### src/ckgen_regs.vh
// Register map, field positions, reset values and counter widths for the
// clock generator control block. Included by every design file of the block except the down-counter.
`ifndef CKGEN_REGS_VH
`define CKGEN_REGS_VH

// ==========================================
// Register byte offsets
`define CKGEN_ADDR_W 8
`define CKGEN_OFS_OSC 8'h00
`define CKGEN_OFS_FREQ 8'h04
`define CKGEN_OFS_PLL 8'h08
`define CKGEN_OFS_STAT 8'h0c
`define CKGEN_OFS_ISR 8'h10
`define CKGEN_OFS_IMR 8'h14

// ==========================================
// Field positions
`define CKGEN_OSC_ON_BIT 0
`define CKGEN_OSC_EXT_BIT 1
`define CKGEN_OSC_PRE_LSB 8
`define CKGEN_OSC_PRE_W 8
`define CKGEN_FREQ_DONE_BIT 16
`define CKGEN_TALLY_W 16
`define CKGEN_PLL_DIV_LSB 0
`define CKGEN_PLL_DIV_W 8
`define CKGEN_PLL_CNT_LSB 8
`define CKGEN_PLL_CNT_W 6
`define CKGEN_PLL_MUL_LSB 16
`define CKGEN_PLL_MUL_W 11
`define CKGEN_EV_SETTLED 0
`define CKGEN_EV_LOCK 1
`define CKGEN_EV_TALLY 2
`define CKGEN_EV_W 3

// ==========================================
// Reset values and timing counts
`define CKGEN_RST_OSC 8'h00
`define CKGEN_RST_DIV 8'h00
`define CKGEN_RST_MUL 11'h000
`define CKGEN_RST_PCNT 6'h00
`define CKGEN_SLOW_PRESCALE 3'h7
`define CKGEN_FALLS_LAST 4'hf

`endif

### src/ckgen_down_counter.v
// Loadable down-counter that steps on an enable pulse and flags expiry.
// Assumes i_tick is a one-cycle pulse of the single system clock.
`default_nettype none

module ckgen_down_counter #(
    parameter W = 8
) (
    input wire i_clk,
    input wire i_arst_n,
    input wire i_load,
    input wire [W-1:0] i_value,
    input wire i_stop,
    input wire i_tick,
    output reg o_expired
);

    reg [W-1:0] count;
    reg running;

    // ==========================================
    // Count down; a preset of zero or one expires at the first tick
    always @(posedge i_clk or negedge i_arst_n) begin
        if (!i_arst_n) begin
            count <= {W{1'b0}};
            running <= 1'b0;
            o_expired <= 1'b0;
        end else begin
            o_expired <= 1'b0;
            if (i_stop) begin
                running <= 1'b0;
            end else if (i_load) begin
                count <= i_value;
                running <= 1'b1;
            end else if (running && i_tick) begin
                if (count <= {{(W-1){1'b0}}, 1'b1}) begin
                    count <= {W{1'b0}};
                    running <= 1'b0;
                    o_expired <= 1'b1;
                end else begin
                    count <= count - {{(W-1){1'b0}}, 1'b1};
                end
            end
        end
    end

endmodule

`default_nettype wire

### src/ckgen_freq_meter.v
// Measures the primary clock from a slow rise to the sixteenth slow fall, fifteen and a half slow-clock periods.
// Assumes edge pulses come from the system clock domain, one cycle each.
`default_nettype none
`include "ckgen_regs.vh"

module ckgen_freq_meter (
    input wire i_clk,
    input wire i_arst_n,
    input wire i_settled,
    input wire i_slow_rise,
    input wire i_slow_fall,
    input wire i_primary_rise,
    output reg [`CKGEN_TALLY_W-1:0] o_tally,
    output reg o_done
);

    localparam ST_IDLE = 2'b00;
    localparam ST_ARM = 2'b01;
    localparam ST_COUNT = 2'b10;
    localparam ST_DONE = 2'b11;

    reg [1:0] state;
    reg [3:0] falls;

    // ==========================================
    // Measurement sequence; losing the oscillator restarts it
    always @(posedge i_clk or negedge i_arst_n) begin
        if (!i_arst_n) begin
            state <= ST_IDLE;
            falls <= 4'h0;
            o_tally <= {`CKGEN_TALLY_W{1'b0}};
            o_done <= 1'b0;
        end else if (!i_settled) begin
            state <= ST_IDLE;
            o_done <= 1'b0;
        end else begin
            case (state)
                ST_IDLE: begin
                    o_tally <= {`CKGEN_TALLY_W{1'b0}};
                    falls <= 4'h0;
                    state <= ST_ARM;
                end
                ST_ARM: begin
                    if (i_slow_rise) begin
                        state <= ST_COUNT;
                    end
                end
                ST_COUNT: begin
                    if (i_primary_rise) begin
                        o_tally <= o_tally + {{(`CKGEN_TALLY_W-1){1'b0}}, 1'b1};
                    end
                    if (i_slow_fall) begin
                        falls <= falls + 4'h1;
                        if (falls == `CKGEN_FALLS_LAST) begin
                            state <= ST_DONE;
                            o_done <= 1'b1;
                        end
                    end
                end
                ST_DONE: begin
                    state <= ST_DONE;
                end
                default: begin
                    state <= ST_IDLE;
                end
            endcase
        end
    end

endmodule

`default_nettype wire

### src/ckgen_top.v
// Clock generator control: oscillator start-up timing, frequency measure,
// bypass select, PLL divider/multiplier settings and lock timing.
// Assumes slow and primary clocks arrive as inputs synchronous to i_clk,
// which must run more than twice as fast as either of them.
//
// Function
// After reset the oscillator is off and the slow clock is used.
// Clearing osc_power_on clears osc_settled_flag at once.
// Software picks a start-up preset that covers the crystal start-up.
// Enable write clears settled flag, counts 8-bit preset down per eight slow cycles.
// Counter at zero sets osc_settled_flag; unmasked it raises an interrupt.
// Once settled, tally counts primary cycles after the next slow rising edge.
// At sixteenth slow falling edge tally stops and xtal_tally_done sets.
// For an external clock software sets external_clock_select, osc_power_on zero.
// Divider ratios 1 to 255; zero forces divider and PLL outputs low.
// pll_prescale_ratio resets to zero, holding the PLL input low.
// PLL output is source times (pll_gain_factor plus one) over prescale ratio.
// Gain factor zero disables the PLL; nonzero enables it again.
// Re-enabling the PLL or rewriting its parameters clears the lock flag.
// PLL write loads settle preset, counts down per slow cycle, then locks.
// Software picks a settle preset covering the PLL transient time.
// Gain factor accepts 0 to 2047, an 11-bit field.
// Tally done clears and measurement restarts when settled flag drops.
`default_nettype none
`include "ckgen_regs.vh"

module ckgen_top (
    input wire i_clk,
    input wire i_arst_n,
    input wire [`CKGEN_ADDR_W-1:0] i_avs_address,
    input wire i_avs_read,
    input wire i_avs_write,
    input wire [31:0] i_avs_writedata,
    output reg [31:0] o_avs_readdata,
    output wire o_avs_waitrequest,
    input wire i_slow_clk,
    input wire i_primary_clk,
    output wire o_osc_power_on,
    output wire o_external_clock_select,
    output wire o_primary_clk_valid,
    output wire [`CKGEN_PLL_DIV_W-1:0] o_pll_prescale_ratio,
    output wire [`CKGEN_PLL_MUL_W:0] o_pll_mult_factor,
    output wire o_pll_enable,
    output wire o_synth_clk_force_low,
    output wire o_pll_locked,
    output wire o_irq
);

    // ==========================================
    // Bus slave: one wait state on every access
    reg ack;
    wire bus_req = i_avs_read | i_avs_write;
    wire wr_en = i_avs_write & ack;

    assign o_avs_waitrequest = bus_req & ~ack;

    always @(posedge i_clk or negedge i_arst_n) begin
        if (!i_arst_n) begin
            ack <= 1'b0;
        end else begin
            ack <= bus_req & ~ack;
        end
    end

    // Write strobe decode, used for each writable register
    function wr_hit;
        input [`CKGEN_ADDR_W-1:0] adr;
        input [`CKGEN_ADDR_W-1:0] ofs;
        begin
            wr_hit = (adr == ofs);
        end
    endfunction

    wire wr_osc = wr_en & wr_hit(i_avs_address, `CKGEN_OFS_OSC);
    wire wr_pll = wr_en & wr_hit(i_avs_address, `CKGEN_OFS_PLL);
    wire wr_isr = wr_en & wr_hit(i_avs_address, `CKGEN_OFS_ISR);
    wire wr_imr = wr_en & wr_hit(i_avs_address, `CKGEN_OFS_IMR);

    // ==========================================
    // Slow and primary clock edge detection
    reg slow_q;
    reg primary_q;
    wire slow_rise = i_slow_clk & ~slow_q;
    wire slow_fall = ~i_slow_clk & slow_q;
    wire primary_rise = i_primary_clk & ~primary_q;

    always @(posedge i_clk or negedge i_arst_n) begin
        if (!i_arst_n) begin
            slow_q <= 1'b0;
            primary_q <= 1'b0;
        end else begin
            slow_q <= i_slow_clk;
            primary_q <= i_primary_clk;
        end
    end

    // ==========================================
    // Oscillator control register
    reg osc_power_on;
    reg external_clock_select;
    reg [`CKGEN_OSC_PRE_W-1:0] osc_startup_preset;
    wire next_power_on = i_avs_writedata[`CKGEN_OSC_ON_BIT];

    // Oscillator stays off after reset so start-up draws little power
    always @(posedge i_clk or negedge i_arst_n) begin
        if (!i_arst_n) begin
            osc_power_on <= 1'b0;
            external_clock_select <= 1'b0;
            osc_startup_preset <= `CKGEN_RST_OSC;
        end else if (wr_osc) begin
            osc_power_on <= next_power_on;
            external_clock_select <= i_avs_writedata[`CKGEN_OSC_EXT_BIT];
            osc_startup_preset <= i_avs_writedata[`CKGEN_OSC_PRE_LSB +: `CKGEN_OSC_PRE_W];
        end
    end

    // Analog enable is withheld in bypass so an external clock is not loaded
    assign o_osc_power_on = osc_power_on & ~external_clock_select;
    assign o_external_clock_select = external_clock_select;

    // ==========================================
    // Slow clock divided by eight, restarted by each enable write
    reg [2:0] slow_div;
    wire osc_start = wr_osc & next_power_on;
    wire slow_div8 = slow_rise & (slow_div == `CKGEN_SLOW_PRESCALE);

    always @(posedge i_clk or negedge i_arst_n) begin
        if (!i_arst_n) begin
            slow_div <= 3'h0;
        end else if (osc_start) begin
            slow_div <= 3'h0;
        end else if (slow_rise) begin
            slow_div <= slow_div + 3'h1;
        end
    end

    // ==========================================
    // Oscillator start-up timer and settled flag
    wire osc_expired;
    reg osc_settled_flag;

    ckgen_down_counter #(
        .W(`CKGEN_OSC_PRE_W)
    ) u_osc_timer (
        .i_clk(i_clk),
        .i_arst_n(i_arst_n),
        .i_load(osc_start),
        .i_value(i_avs_writedata[`CKGEN_OSC_PRE_LSB +: `CKGEN_OSC_PRE_W]),
        .i_stop(wr_osc & ~next_power_on),
        .i_tick(slow_div8),
        .o_expired(osc_expired)
    );

    // Any oscillator write drops the flag; only expiry raises it again
    always @(posedge i_clk or negedge i_arst_n) begin
        if (!i_arst_n) begin
            osc_settled_flag <= 1'b0;
        end else if (wr_osc) begin
            osc_settled_flag <= 1'b0;
        end else if (osc_expired) begin
            osc_settled_flag <= 1'b1;
        end
    end

    assign o_primary_clk_valid = osc_settled_flag;

    // ==========================================
    // Primary clock frequency measurement
    wire [`CKGEN_TALLY_W-1:0] xtal_cycle_tally;
    wire xtal_tally_done;
    reg tally_done_q;

    ckgen_freq_meter u_meter (
        .i_clk(i_clk),
        .i_arst_n(i_arst_n),
        .i_settled(osc_settled_flag),
        .i_slow_rise(slow_rise),
        .i_slow_fall(slow_fall),
        .i_primary_rise(primary_rise),
        .o_tally(xtal_cycle_tally),
        .o_done(xtal_tally_done)
    );

    always @(posedge i_clk or negedge i_arst_n) begin
        if (!i_arst_n) begin
            tally_done_q <= 1'b0;
        end else begin
            tally_done_q <= xtal_tally_done;
        end
    end

    // ==========================================
    // PLL configuration register
    reg [`CKGEN_PLL_DIV_W-1:0] pll_prescale_ratio;
    reg [`CKGEN_PLL_MUL_W-1:0] pll_gain_factor;
    reg [`CKGEN_PLL_CNT_W-1:0] pll_settle_preset;

    always @(posedge i_clk or negedge i_arst_n) begin
        if (!i_arst_n) begin
            pll_prescale_ratio <= `CKGEN_RST_DIV;
            pll_gain_factor <= `CKGEN_RST_MUL;
            pll_settle_preset <= `CKGEN_RST_PCNT;
        end else if (wr_pll) begin
            pll_prescale_ratio <= i_avs_writedata[`CKGEN_PLL_DIV_LSB +: `CKGEN_PLL_DIV_W];
            pll_gain_factor <= i_avs_writedata[`CKGEN_PLL_MUL_LSB +: `CKGEN_PLL_MUL_W];
            pll_settle_preset <= i_avs_writedata[`CKGEN_PLL_CNT_LSB +: `CKGEN_PLL_CNT_W];
        end
    end

    // Ratio goes straight to the analog synthesiser, factor as gain plus one
    assign o_pll_prescale_ratio = pll_prescale_ratio;
    assign o_pll_mult_factor = {1'b0, pll_gain_factor} + {{`CKGEN_PLL_MUL_W{1'b0}}, 1'b1};
    assign o_pll_enable = (pll_gain_factor != `CKGEN_RST_MUL);
    assign o_synth_clk_force_low = (pll_prescale_ratio == `CKGEN_RST_DIV) | ~o_pll_enable;

    // ==========================================
    // PLL lock timer and lock flag
    wire pll_expired;
    reg pll_lock_flag;

    ckgen_down_counter #(
        .W(`CKGEN_PLL_CNT_W)
    ) u_pll_timer (
        .i_clk(i_clk),
        .i_arst_n(i_arst_n),
        .i_load(wr_pll),
        .i_value(i_avs_writedata[`CKGEN_PLL_CNT_LSB +: `CKGEN_PLL_CNT_W]),
        .i_stop(1'b0),
        .i_tick(slow_rise),
        .o_expired(pll_expired)
    );

    // A stopped synthesiser never reports lock
    always @(posedge i_clk or negedge i_arst_n) begin
        if (!i_arst_n) begin
            pll_lock_flag <= 1'b0;
        end else if (wr_pll) begin
            pll_lock_flag <= 1'b0;
        end else if (pll_expired && !o_synth_clk_force_low) begin
            pll_lock_flag <= 1'b1;
        end
    end

    assign o_pll_locked = pll_lock_flag;

    // ==========================================
    // Sticky event status with write-one-to-clear and mask
    reg [`CKGEN_EV_W-1:0] int_status;
    reg [`CKGEN_EV_W-1:0] int_mask;
    wire [`CKGEN_EV_W-1:0] events;

    assign events[`CKGEN_EV_SETTLED] = osc_expired & ~wr_osc;
    assign events[`CKGEN_EV_LOCK] = pll_expired & ~wr_pll & ~o_synth_clk_force_low;
    assign events[`CKGEN_EV_TALLY] = xtal_tally_done & ~tally_done_q;

    // Set wins over a clear in the same cycle so no event is lost
    always @(posedge i_clk or negedge i_arst_n) begin
        if (!i_arst_n) begin
            int_status <= {`CKGEN_EV_W{1'b0}};
            int_mask <= {`CKGEN_EV_W{1'b0}};
        end else begin
            int_status <= (int_status & ~({`CKGEN_EV_W{wr_isr}} & i_avs_writedata[`CKGEN_EV_W-1:0])) | events;
            if (wr_imr) begin
                int_mask <= i_avs_writedata[`CKGEN_EV_W-1:0];
            end
        end
    end

    assign o_irq = |(int_status & int_mask);

    // ==========================================
    // Read data, captured on the first cycle of a read
    reg [31:0] next_rdata;

    always @* begin
        next_rdata = 32'h0000_0000;
        case (i_avs_address)
            `CKGEN_OFS_OSC: begin
                next_rdata[`CKGEN_OSC_ON_BIT] = osc_power_on;
                next_rdata[`CKGEN_OSC_EXT_BIT] = external_clock_select;
                next_rdata[`CKGEN_OSC_PRE_LSB +: `CKGEN_OSC_PRE_W] = osc_startup_preset;
            end
            `CKGEN_OFS_FREQ: begin
                next_rdata[`CKGEN_TALLY_W-1:0] = xtal_cycle_tally;
                next_rdata[`CKGEN_FREQ_DONE_BIT] = xtal_tally_done;
            end
            `CKGEN_OFS_PLL: begin
                next_rdata[`CKGEN_PLL_DIV_LSB +: `CKGEN_PLL_DIV_W] = pll_prescale_ratio;
                next_rdata[`CKGEN_PLL_CNT_LSB +: `CKGEN_PLL_CNT_W] = pll_settle_preset;
                next_rdata[`CKGEN_PLL_MUL_LSB +: `CKGEN_PLL_MUL_W] = pll_gain_factor;
            end
            `CKGEN_OFS_STAT: begin
                next_rdata[`CKGEN_EV_SETTLED] = osc_settled_flag;
                next_rdata[`CKGEN_EV_LOCK] = pll_lock_flag;
                next_rdata[`CKGEN_EV_TALLY] = xtal_tally_done;
            end
            `CKGEN_OFS_ISR: begin
                next_rdata[`CKGEN_EV_W-1:0] = int_status;
            end
            `CKGEN_OFS_IMR: begin
                next_rdata[`CKGEN_EV_W-1:0] = int_mask;
            end
            default: begin
                next_rdata = 32'h0000_0000; // Unmapped reads as zero
            end
        endcase
    end

    always @(posedge i_clk or negedge i_arst_n) begin
        if (!i_arst_n) begin
            o_avs_readdata <= 32'h0000_0000;
        end else if (i_avs_read && !ack) begin
            o_avs_readdata <= next_rdata;
        end
    end

endmodule

`default_nettype wire

### config.mk
export PLATFORM = sky130hd
export DESIGN_NAME = ckgen_top
export DESIGN_NICKNAME = d
export VERILOG_FILES = /design/src/ckgen_down_counter.v /design/src/ckgen_freq_meter.v /design/src/ckgen_top.v
export VERILOG_INCLUDE_DIRS = /design/src /design/src/src
export SDC_FILE = /design/constraint.sdc
export NUM_CORES = 1
export LEC_CHECK = 0
export BUFFER_PORTS_ARGS = -buffer_cell sky130_fd_sc_hd__buf_2
export CAP_MARGIN = 20
export CORE_ASPECT_RATIO = 0.75
export CORE_MARGIN = 2
export CORE_UTILIZATION = 44
export DETAILED_ROUTE_END_ITERATION = 12
export HOLD_SLACK_MARGIN = 0.08
export PLACE_DENSITY = 0.65
export RECOVER_POWER = 100
export SYNTH_ARGS = -nofsm -noshare
export SYNTH_HDL_FRONTEND = slang
export SYNTH_SLANG_ARGS = --single-unit
### constraint.sdc
create_clock -name i_clk -period 2.05 [get_ports i_clk]
set_input_delay 0.3075 -clock i_clk [delete_from_list [all_inputs] [get_ports i_clk]]
set_output_delay 0.3075 -clock i_clk [all_outputs]
set_load 0.05 [all_outputs]
==> metrics, run 1 <==
CP startpoint kind register; routed wire length 16.8 mm; register area share after synthesis 49.8%; share of layout cells above drive strength 1 18.9%; # nets final 804; FMAX between 400 and 500 MHz; CP delay by family, top simple AND/OR/NAND/NOR gates; Worst Reg-to-Reg Cells 7; min-delay src i_avs_writedata[23]; GR Overflow Total 0; remaining antenna violation count 0; worst-margin pin slew approximately 1.1 ns; status complete, no violations; port buffer count 95; wire per inst 18.0 µm; final setup vio count 0; top cells by count, synth nand2_1, dfrtp_1, nor2_1, o21ai_0, nand3_1; Die Area 0.0144 mm²; PwrDens 859 mW/mm²; largest net degree at the start of global routing between 40 and 50; WS Path Type reg2out; vias in the first global route between 5000 and 6000; initial DRC count just under 400; P&R area growth vs syn 24.0%; DP Wirelength between 10 and 15 mm; library cells used by synthesis 65; Filler Cells Inserted 1222; initial core utilization 45.4%; Max Cap Violations 0; RSZ-0062 raised after global routing yes; cells after synthesis between 600 and 700; WHS 0.0879 ns; CP Buf/Inv Count 1; CP max stage cell dfrtp_1; Top FF cell, synth dfrtp_1; RD Place Congestion 0.911; Hold Vio Cnt, Final 0; core outline area 0.0131 mm²; fin. max-slew vios 0; Crit. End Element output port; Chip Width between 100 and 150 µm; drt first pass iters 5; # H-tree levels 4; Die H 105 µm; main area contributors after synthesis dfrtp_1, nand2_1, o21ai_0; Via Count a little over 5000; cell taking the most area after synthesis dfrtp_1; FFs w/ async S/R, synth 100%; gr usage total 23.9%; TritonCTS Buffers 17; Clock transition at path regs 0.06 ns; r2r endpoint u_osc_timer.count[3]; YS warnings 0; Static Leak 3.41 nW; syn_area_per_cell 9.55 µm²; Boundary Pins approximately 110; worst-path maximum fanout 3; Clock Sinks 118; worst r2r src slow_div[0]; Required @ worst endpoint ~1.7 ns; Mapped Area 0.00593 mm²; vias per cell 5.57; arrival time worst endpoint 1.73 ns; num rows 36; Final min period between 2 and 2.5 ns; most common cell in the netlist nand2_1; #FFs+latches synth 118; setup TNS 0 ns; period utilization roughly 100%; clock latency on the worst-skew pair 0.42 ns; Hold Crit Depth 3; Root Buffer clkbuf_16; reg2reg setup slack 0.18 ns; TritonCTS clock tree yes; Critical Path, Cell by Cell and3_4 > and4_4 > nand4_1 > xnor2_2 > buf_6; CTS Buffer Depth 2; CP peak stage delay 0.35 ns; Rel. slew slack 29.2%; antenna violations before repair 1; Post-synth EDFFs 0; Hold WC Path Type in2reg; worst clock skew 0.00650 ns; Worst VDD drop 0.000548 V; DRC 0; global-route wire length before repair roughly 27 mm; hold endpoint pll_gain_factor[7]; post-synth top area share 49.8%
## stage by stage
step                power [mW]  util (%)  cells  setup slack (ns)  instance area (µm²)
finish                    6.32      56.3    933            0.0151                 7350
global route              6.54      56.3    933           -0.0735                 7350
CTS                       6.38      57.3    929           -0.0424                 7490
detailed placement        3.25      51.9    892            -0.146                 6780
global placement          3.23      51.9    892            -0.120                 6780
floorplan                 2.99         -    625            -0.259                 5990
## worst max path at each step
stage / start / slack (ns) / end / cells past startpoint
floorplan: pll_gain_factor[0] / -0.26 / o_synth_clk_force_low / 4
global placement: i_avs_address[5] / -0.12 / u_osc_timer.count[6] / 6
detailed placement: i_avs_address[5] / -0.15 / u_osc_timer.count[3] / 6
CTS: pll_gain_factor[1] / -0.04 / o_pll_mult_factor[10] / 5
global route: pll_gain_factor[4] / -0.07 / o_pll_mult_factor[9] / 5
finish: pll_gain_factor[2] / 0.02 / o_pll_mult_factor[9] / 5
## placed cells by master (no fill, tap or decap), drive strengths merged, types with 7 or more instances in the layout
cell type	synthesis	layout
a21oi	20	20
a221oi	7	7
a22o	8	8
buf	19	63
clkbuf	18	93
dfrtp	118	118
ha	10	10
inv	19	22
mux2	13	13
mux2i	12	12
nand2	133	133
nand3	22	22
nor2	41	41
nor3	14	14
nor4	9	9
o21ai	40	40
or3	15	15
xnor2	10	10
xor2	7	7
## cell families (layout without fill, tap and decap cells)
family	after synthesis	in the layout	share of synthesized area [%]
xor gates and xnor gates	17	17	2.51
DFF	118	118	49.8
AOI/OAI and AO/OA	115	115	13.0
buffers and inverters	56	192	4.70
other	1	6	0.0632
adders and majority gates	10	10	2.11
and+or+nand+nor	277	277	22.3
muxes	27	27	5.57
## sequential cells by signal (all words and copies together), names as in the netlist, 2 cells and up
register,count
u_osc_timer.count,8
osc_startup_preset,8
slow_div,3
o_avs_readdata,27
u_meter.state,2
u_meter.o_tally,16
u_meter.falls,4
o_pll_prescale_ratio,8
u_pll_timer.count,6
int_status,3
pll_settle_preset,6
pll_gain_factor,11
int_mask,3
## power breakdown
group	switching [mW]	leakage (nW)	internal, mW
clock network	1.12	0.297	1.99
logic	0.485	1.61	0.211
registers	0.0878	1.51	2.43
total	1.69	3.41	4.62
## tightest hold or removal path, cell delays in order
cell and delay [ns]:
buf_2 0.08, nand2_1 0.04, nand2_1 0.05
## layout make-up
| type | instances | area (µm²) | share of cell area, % |
|---|---|---|---|
| Clock inverter | 13 | 170 | 2.31 |
| Tap cell | 171 | 214 | 2.91 |
| Sequential cell | 118 | 2960 | 40.2 |
| Multi-Input combinational cell | 451 | 2730 | 37.1 |
| Inverter | 19 | 71.3 | 0.970 |
| Clock buffer | 19 | 453 | 6.16 |
| Timing Repair Buffer | 141 | 754 | 10.3 |
| Antenna cell | 1 | 2.50 | 0.0340 |
## per-layer routing
metal	GRT usage [%]	routed length (µm)	vias up
met4	8.82	383	0
li1	-	-	2433
met1	33.1	7820	2558
met2	35.8	7450	175
met3	6.78	1160	32
met5	0	0	-
## what timing repair did
item / 4_1_cts / 5_1_grt
setup endpoints to repair: 6 / 7
resized for setup: 10 / 13
pin swaps: 2 / 6
hold endpoints to repair: 42 / 0
setup buffers: 1 / 3
hold buffers: 4 / 0
Power figures use the tool's default switching activity.
==> inputs of run 2 (changes only) <==
Settings changed: CORE_UTILIZATION 44 to 35, PLACE_DENSITY 0.65 to unset, TNS_END_PERCENT set to 20.
==> run 2 against run 1 <==
The run now ends with setup timing left. Clock skew up 0.0024 ns. Core utilization fell by 12 points. Global-route usage decreased by 4.6 points. Register-to-register slack worse by 0.08 ns.
==> metrics, run 2 (synthesis results as in run 1) <==
status complete, but fails checks; failing checks setup timing; initial core utilization 35.5% (-9.9 points); P&R area growth vs syn 23.6%; TritonCTS clock tree yes; vias per cell 5.34 (-4.1%); CP startpoint kind register; PwrDens 842 mW/mm² (-2.0%); Die Area 0.0180 mm² (+25%); Sw Share 26.9% (+0.081 points); Clk pwr share 48.2% (-1.0 points); Pint 4.51 mW (-2.4%); Boundary Pins 106 (unchanged); # nets final 801 (-0.37%); Via Count 5196 (-0.038%); Most flops, register o_avs_readdata; worst-path maximum fanout 6 (+3); Chip Width 154 µm (+12%); initial DRC count 414 (+4.3%); port buffer count 95 (unchanged); DP Wirelength 12.4 mm (+1.4%); Root Buffer clkbuf_16; Clock transition at path regs 0.06 ns (about the same); remaining antenna violation count 0 (unchanged); vias in the first global route 4967 (-2.6%); Hold WC Path Type in2reg; GR Overflow Total 0 (unchanged); Comb power frac 11.2% (+0.2 points); setup TNS -0.00503 ns (-0.00503 ns); Required @ worst endpoint 1.74 ns (about the same); gr usage total 19.2% (-4.6 points); Max Cap Violations 0 (unchanged); fin. max-slew vios 0 (unchanged); Hold Vio Cnt, Final 0 (unchanged); DRC 0 (unchanged); share of layout cells above drive strength 1 18.1% (-0.85 points); worst clock skew 0.00887 ns (+0.00237 ns); Crit. End Element output port; Clock Sinks 118 (unchanged); drt first pass iters 6 (+1); Rel. slew slack 44.6% (+15 points); fin worst setup slack -0.00430 ns (-0.0194 ns); period utilization 100% (+0.95 points); num rows 41 (+14%); CTS Buffer Depth 2 (unchanged); final setup vio count 2 (+2); largest net degree at the start of global routing 47 (+9.3%); WS Path Type reg2out; global-route wire length before repair 26.6 mm (-1.7%); wire per inst 17.2 µm (-4.7%); commonest cells after routing, fill and taps aside nand2_1, dfrtp_1, clkbuf_1; antenna violations before repair 0 (-1); max reg flops 27 (unchanged); # diodes 0 (-1); Filler Cells Inserted 1632 (+34%); # H-tree levels 4 (unchanged); core outline area 0.0167 mm² (+28%); most common cell after layout, fill and taps aside nand2_1; Worst VDD drop 0.000475 V (-13%); biggest regs o_avs_readdata x27, u_meter.o_tally x16, pll_gain_factor x11; Final min period 2.05 ns (+0.0194 ns); FMAX 487 MHz (-0.94%); post-route insts no fill 973 (+4.3%); placed insts 931 (+4.4%); Net Sw Power 1.66 mW (-2.0%); Static Leak 3.36 nW (-1.7%); arrival time worst endpoint 1.75 ns (+0.02 ns); Seq pwr share 40.6% (+0.8 points); clock latency on the worst-skew pair 0.41 ns (about the same); routed wire length 16.7 mm (-0.57%); worst-margin pin slew 0.831 ns (-0.232 ns); TritonCTS Buffers 17 (unchanged); RSZ-0062 raised after global routing yes; Die H 117 µm (+12%); RD Place Congestion 0.887 (-2.7%)
[run 2: changes by cell type in the layout (fill, tap and decap cells not counted), sizes merged]
cell,change
buf,-5
dlygate4sd3,+3
bufinv,-1
clkinvlp,+2
inv,-3
diode,-1
clkbuf,+1
[run 2: worst max-delay path, stage by stage (launching register included)]
cell and delay, ns:
dfrtp_1 0.49, nor4_2 0.33, nand4b_1 0.22, nand2_2 0.10, buf_4 0.20
[run 2: through the flow]
step / cell area, µm² / utilization (%) / hold WS (ns) / setup slack [ns] / power [mW]
after floorplan: 5950 / - / 0.0119 / -0.259 / 2.99
after global placement: 6770 / 40.5 / 0.286 / -0.0915 / 3.22
after detailed placement: 6770 / 40.5 / 0.296 / -0.109 / 3.24
after CTS: 7470 / 44.7 / 0.0826 / -0.0270 / 6.24
after global routing: 7330 / 43.8 / 0.0960 / -0.0989 / 6.42
final: 7330 / 43.8 / 0.0946 / -0.00430 / 6.17
[run 2: path summary, 6_finish.rpt]
path	start	to	slack [ns]	cells past startpoint
worst max-delay path	pll_gain_factor[9]	o_synth_clk_force_low	-0.004	4
worst min-delay path	i_avs_writedata[4]	o_pll_prescale_ratio[4]	0.09	3
worst max register to register	ack	pll_gain_factor[5]	0.10	5
worst min register to register	o_avs_readdata[15]	o_avs_readdata[15]	0.47	2
max in group asynchronous	i_arst_n	pll_gain_factor[6]	0.26	3
min in group asynchronous	i_arst_n	pll_gain_factor[5]	0.55	2
[run 2: cell type report]
cell class | count | area, µm² | area share (%)
flip-flops and latches | 118 | 2960 | 40.3
multi-input cells | 451 | 2720 | 37.1
repair buffers | 138 | 716 | 9.76
clock buffers | 21 | 470 | 6.42
well taps | 215 | 269 | 3.67
clock inverters | 11 | 125 | 1.71
inverters | 19 | 71.3 | 0.973
[run 2: routing by layer]
layer / share of wire [%] / global-route usage [%] / up-vias
met1: 48 / 27.4 / 2550
met2: 43 / 28.8 / 178
met4: 2.1 / 6.91 / 0
met5: 0 / 0 / -
met3: 7.1 / 4.53 / 27
li1: - / - / 2441
[run 2: power groups by stage]
| stage | sequential (mW) | combinational [mW] | clock, mW |
|---|---|---|---|
| after detailed placement | 2.55 | 0.698 | 0 |
| final | 2.51 | 0.689 | 2.98 |
| after global placement | 2.54 | 0.682 | 0 |
| after global routing | 2.52 | 0.764 | 3.14 |
| after CTS | 2.51 | 0.715 | 3.02 |
| after floorplan | 2.63 | 0.354 | 0 |
[run 2: timing repair]
action / CTS / global route
buffers inserted: 0 / 3
pin swaps: 1 / 1
endpoints found under the setup margin: 7 / 9
hold endpoints to repair: 37 / 0
gates resized for setup: 12 / 8
hold buffers: 7 / 0
